File: config.mk
export PLATFORM = sky130hd
export DESIGN_NAME = tcms_channel
export DESIGN_NICKNAME = d
export VERILOG_FILES = /design/src/inc/tcms_pkg.sv /design/src/verilog/tcms_channel.sv /design/src/verilog/tcms_sync.sv
export SDC_FILE = /design/constraint.sdc
export NUM_CORES = 1
export LEC_CHECK = 0
export BUFFER_PORTS_ARGS = -buffer_cell sky130_fd_sc_hd__buf_2
export CORE_UTILIZATION = 38
export DETAILED_ROUTE_END_ITERATION = 8
export GPL_ROUTABILITY_DRIVEN = 0
export PLACE_DENSITY = 0.73
export SLEW_MARGIN = 10
export SYNTH_ARGS = -nofsm -noshare
export SYNTH_HDL_FRONTEND = slang
export SYNTH_HIERARCHICAL = 1
export SYNTH_SLANG_ARGS = --single-unit
File: constraint.sdc
create_clock -name clk -period 1.7 [get_ports clk]
set_input_delay 0.34 -clock clk [delete_from_list [all_inputs] [get_ports clk]]
set_output_delay 0.34 -clock clk [all_outputs]
set_load 0.05 [all_outputs]
File: src/inc/tcms_pkg.sv
// Package for the timer channel mode select block.
// Assumes one bus clock domain; no register bus, all bits are ports.
package tcms_pkg;

  // ******************************************************************
  // Mode encodings
  // ******************************************************************
  typedef enum logic [1:0] {
    TCMS_PRESET  = 2'h0,
    TCMS_CAPTURE = 2'h1,
    TCMS_CMP_UNB = 2'h3,
    TCMS_CMP_BUF = 2'h2
  } tcms_mode_t;

  // Edge/level field values
  localparam logic [1:0] TCMS_EL_NONE = 2'h0;
  localparam logic [1:0] TCMS_EL_RISE = 2'h1;
  localparam logic [1:0] TCMS_EL_FALL = 2'h2;
  localparam logic [1:0] TCMS_EL_BOTH = 2'h3;

  // Values after reset, and synchroniser depth
  localparam logic TCMS_RST_PIN = 1'h0;
  localparam logic TCMS_RST_FLAG = 1'h0;
  localparam int TCMS_SYNC_STAGES = 2;

endpackage

File: src/verilog/tcms_channel.sv
// One timer channel: mode decode, input capture, output compare, pin drive.
// Assumes the counter, its overflow strobe and the compare match come from
// the timer core on clk; the pin input is asynchronous.
`timescale 1ns/10ps

// How it works
// - In preset mode the low mode bit picks initial level: 1 low, 0 high.
// - Edge/level bits both clear leave the pin to the general I/O port.
// - Mode 00 captures on rising, falling or both edges per edge bits.
// - Mode 01 compares unbuffered: toggle, clear or set pin.
// - High mode bit set gives buffered compare with toggle, clear or set.
// - Edge bits select capture edges or the compare pin action by mode.
// - Reset clears pin level, event flag, capture value and the edge detector.
// - Toggle-on-rollover inverts an output compare pin at each overflow.
// - Toggle-on-rollover does nothing for an input capture channel.
// - Overflow toggle wins over a compare match in the same cycle.
module tcms_channel
  import tcms_pkg::*;
#(
  parameter int CNT_W = 16
) (
  // Clock and reset
  input wire logic clk,
  input wire logic rst_n,
  // Channel configuration
  input wire logic chan_mode_high_bit,
  input wire logic chan_mode_low_bit,
  input wire logic edge_level_high_bit,
  input wire logic edge_level_low_bit,
  input wire logic toggle_on_rollover,
  // Timer core
  input wire logic [CNT_W-1:0] counter_value,
  input wire logic counter_overflow,
  input wire logic compare_match,
  // Event flag clear from software
  input wire logic flag_clear,
  // Channel pin
  input wire logic channel_pin_in,
  output logic channel_pin_out,
  output logic channel_pin_oe,
  // Status
  output logic channel_event_flag,
  output logic [CNT_W-1:0] capture_value,
  output tcms_mode_t chan_mode
);

  initial begin
    if (CNT_W < 1 || CNT_W > 32) begin
      $error("CNT_W out of range");
    end
  end

  // ******************************************************************
  // Mode decode
  // ******************************************************************
  wire logic [1:0] edge_sel = {edge_level_high_bit, edge_level_low_bit};
  wire logic pin_detached = (edge_sel == TCMS_EL_NONE);
  wire logic is_capture = !chan_mode_high_bit && !chan_mode_low_bit
                          && !pin_detached;
  wire logic is_compare = (chan_mode_high_bit || chan_mode_low_bit)
                          && !pin_detached;
  wire logic preset_level = !chan_mode_low_bit;

  assign chan_mode = pin_detached ? TCMS_PRESET :
                     chan_mode_high_bit ? TCMS_CMP_BUF :
                     chan_mode_low_bit ? TCMS_CMP_UNB : TCMS_CAPTURE;

  // ******************************************************************
  // Capture edge detection
  // ******************************************************************
  logic pin_sync;
  logic pin_prev_q;

  tcms_sync u_sync (
    .clk(clk),
    .rst_n(rst_n),
    .d_in(channel_pin_in),
    .d_out(pin_sync)
  );

  wire logic rise = pin_sync && !pin_prev_q;
  wire logic fall = !pin_sync && pin_prev_q;
  wire logic capture_hit = is_capture
                           && ((edge_level_low_bit && rise)
                           || (edge_level_high_bit && fall));

  // ******************************************************************
  // Compare and overflow pin action
  // ******************************************************************
  wire logic ovf_toggle = is_compare && toggle_on_rollover
                          && counter_overflow;
  wire logic cmp_act = is_compare && compare_match;
  logic pin_d;

  always_comb begin
    pin_d = channel_pin_out;
    if (pin_detached) begin
      pin_d = preset_level;
    end else if (ovf_toggle) begin
      pin_d = !channel_pin_out;
    end else if (cmp_act) begin
      unique case (edge_sel)
        TCMS_EL_RISE: pin_d = !channel_pin_out;
        TCMS_EL_FALL: pin_d = 1'h0;
        TCMS_EL_BOTH: pin_d = 1'h1;
        TCMS_EL_NONE: pin_d = channel_pin_out;
      endcase
    end
  end

  // Pin is driven only when a compare mode owns it
  assign channel_pin_oe = is_compare;

  // ******************************************************************
  // State
  // ******************************************************************
  logic flag_q;
  logic [CNT_W-1:0] cap_q;
  logic pin_q;

  wire logic event_set = capture_hit || cmp_act;

  always_ff @(posedge clk or negedge rst_n) begin
    if (!rst_n) begin
      // Config bits are held clear by their owner during reset
      pin_prev_q <= 1'h0;
      pin_q <= TCMS_RST_PIN;
      flag_q <= TCMS_RST_FLAG;
      cap_q <= '0;
    end else begin
      pin_prev_q <= pin_sync;
      pin_q <= pin_d;
      flag_q <= event_set || (flag_q && !flag_clear);
      if (capture_hit) begin
        cap_q <= counter_value;
      end
    end
  end

  assign channel_pin_out = pin_q;
  assign channel_event_flag = flag_q;
  assign capture_value = cap_q;

endmodule

File: src/verilog/tcms_sync.sv
// Two flip-flop synchroniser for the channel pin input.
// Assumes the input is asynchronous to clk.
`timescale 1ns/10ps
module tcms_sync
  import tcms_pkg::*;
(
  // Clock and reset
  input wire logic clk,
  input wire logic rst_n,
  // Data
  input wire logic d_in,
  output logic d_out
);

  logic meta_q;
  logic sync_q;

  always_ff @(posedge clk or negedge rst_n) begin
    if (!rst_n) begin
      meta_q <= 1'h0;
      sync_q <= 1'h0;
    end else begin
      meta_q <= d_in;
      sync_q <= meta_q;
    end
  end

  assign d_out = sync_q;

endmodule
==> metrics <==
CP Max Fanout 17; Area contributors post-synth dfrtp_1 (61%), mux2_2 (21%), a211oi_4 (2.3%); Worst setup SP type register; first-pass GRT wire length 2610 um; Die W 49.8 um; Routed wire per std cell 11.6 um; synth warn 6; Setup Skew 0.00522 ns; Crit Path Class reg2reg; minimum clock period 1.54 ns; Synth area leader dfrtp_1; Num CTS Buffers 3; number of port buffers 47; fraction of layout instances using a drive strength above 1 0.692; Peak VDD IR 0.000918 V; largest net degree at the start of global routing 22; initial antenna violation count 0; Synth top cells by count dfrtp_1 (21), mux2_2 (16), nor2_1 (2); Syn Nets 83; Max Fclk 648 MHz; Tot GR Track Use 0.136; H-tree levels 1; nets 135; status completed; Leak Pwr 0.577 nW; Slew @ Worst Pin 0.446 ns; DRC viols 0; Post-synth top flop dfrtp_1; DRT antenna net count 0; I/O Pins 48; Non-Filler Instances 134; Final Hold Fails 0; total grt overflow 0; Die H 49.8 um; post-route setup slack 0.158 ns; Max-Cap Viols 0; Post-Syn Area per Cell 15.5 sq um; clk root buf clkbuf_4; Max-slew headroom 0.703; sequential element share of the synthesized area 0.606; Clock Path Buffers 2; first drt pass iteration count 4; Initial Util 0.421; DR iter-0 viols 2; Design Power 1.57 mW; antenna cell count 0; Worst-path clk slew 0.10 ns; synthesis-to-finish area growth 35.4%; hpwl dp 1230 um; Synth top area share 0.606; Placeable Area 0.00206 sq mm; CTS tree built; Placed Cells 129; fraction of registers with async set/reset 1.00; post-route clock period utilization 0.907; unrepaired setup endpoints after global routing no; Distinct cells, synth 20; HP Class in2reg; Setup WS pre-CTS 0.149 ns; die area 0.00248 sq mm; Critical Path AT 1.72 ns; Mapped Cells 56; PD cells 1340 mW/mm^2; Post-synth EDFFs 0; critical path required time 1.88 ns; PostCTS Resize Cnt 0; Clock Latency Late Sink 0.28 ns; # setup viols final 0; #FFs+latches synth 21; Layout Utilization 0.569; Vias/cell 5.04; Synth Cell Area 867 sq um; final count of pins violating max slew 0; row cnt 16; Vias 675; CTS Sinks 21; setup_tns 0 ns; CP endpoint kind register; vias in the first global route 607; drt total wl 1550 um; count leader, synth dfrtp_1
-- path summary, 6_finish.rpt --
check	from	endpoint	slack, ns	depth (start not counted)
worst max register to register	pin_prev_q	capture_value[1]	0.16	4
worst min-delay path	channel_pin_in	u_sync/meta_q	0.16	1
min in group asynchronous	rst_n	capture_value[5]	0.52	2
max in group asynchronous	rst_n	pin_prev_q	0.87	2
worst min register to register	u_sync/meta_q	u_sync/d_out	0.38	0
worst max-delay path	pin_prev_q	capture_value[1]	0.16	4
-- stage by stage --
step / area, sq um / hold slack (ns)
6_report: 1170 / 0.163
5_1_grt: 1170 / 0.152
4_1_cts: 1170 / 0.153
3_5_place_dp: 1140 / 0.314
3_3_place_gp: 1140 / 0.308
2_1_floorplan: 867 / 0.0444
-- layout by cell type, fill, tap and decap left out, drive strengths merged, types with 2 or more instances in the layout --
master | netlist | final
clkbuf | 0 | 4
dfrtp | 21 | 21
mux2 | 16 | 16
nand3b | 2 | 2
nor2 | 2 | 2
buf | 2 | 48
-- kinds of logic (layout without fill, tap and decap cells) --
logic type,after synthesis,count (layout),share of synthesized area
DFF,21,21,0.606
and+or+nand+nor,9,9,0.0750
muxes,16,16,0.208
buffers and inverters,3,54,0.0260
AOI/OAI and AO/OA,7,7,0.0851
-- metal layers --
metal / up-vias / share of wire / global-route usage
li1: 314 / - / -
met1: 329 / 0.41 / 0.161
met2: 32 / 0.50 / 0.243
met3: 0 / 0.092 / 0.0401
met4: 0 / 0 / 0.0286
met5: - / 0 / 0
-- power by group --
group	leakage, nW	total (mW)	internal (mW)	switching (mW)
logic	0.311	0.691	0.191	0.500
registers	0.251	0.659	0.607	0.0525
clock network	0.0150	0.218	0.0910	0.127
total	0.577	1.57	0.888	0.680
-- worst max-delay path: stages, from the launching register on --
cell      delay (ns)
dfrtp_1         0.39
nand3b_2        0.23
a211oi_4        0.29
buf_12          0.19
mux2_2          0.33
-- flip-flops by register name (all words and copies together), names as in the netlist --
register and flops:
capture_value 16, u_sync/meta_q 1, channel_event_flag 1, channel_pin_out 1, u_sync/d_out 1, pin_prev_q 1
-- timing repair --
item / CTS / global route
buffers inserted: 0 / 0
hold endpoints to repair: 21 / 0
hold buffers: 1 / 0
-- cell type report --
type                    count  area, sq um
inverters                   1         3.75
repair buffers             49          265
clock buffers               4         26.3
flip-flops and latches     21          526
fillers                   196          888
multi-input cells          32          319
well taps                  27         33.8
Note: power is estimated with default switching activity, not from simulation.
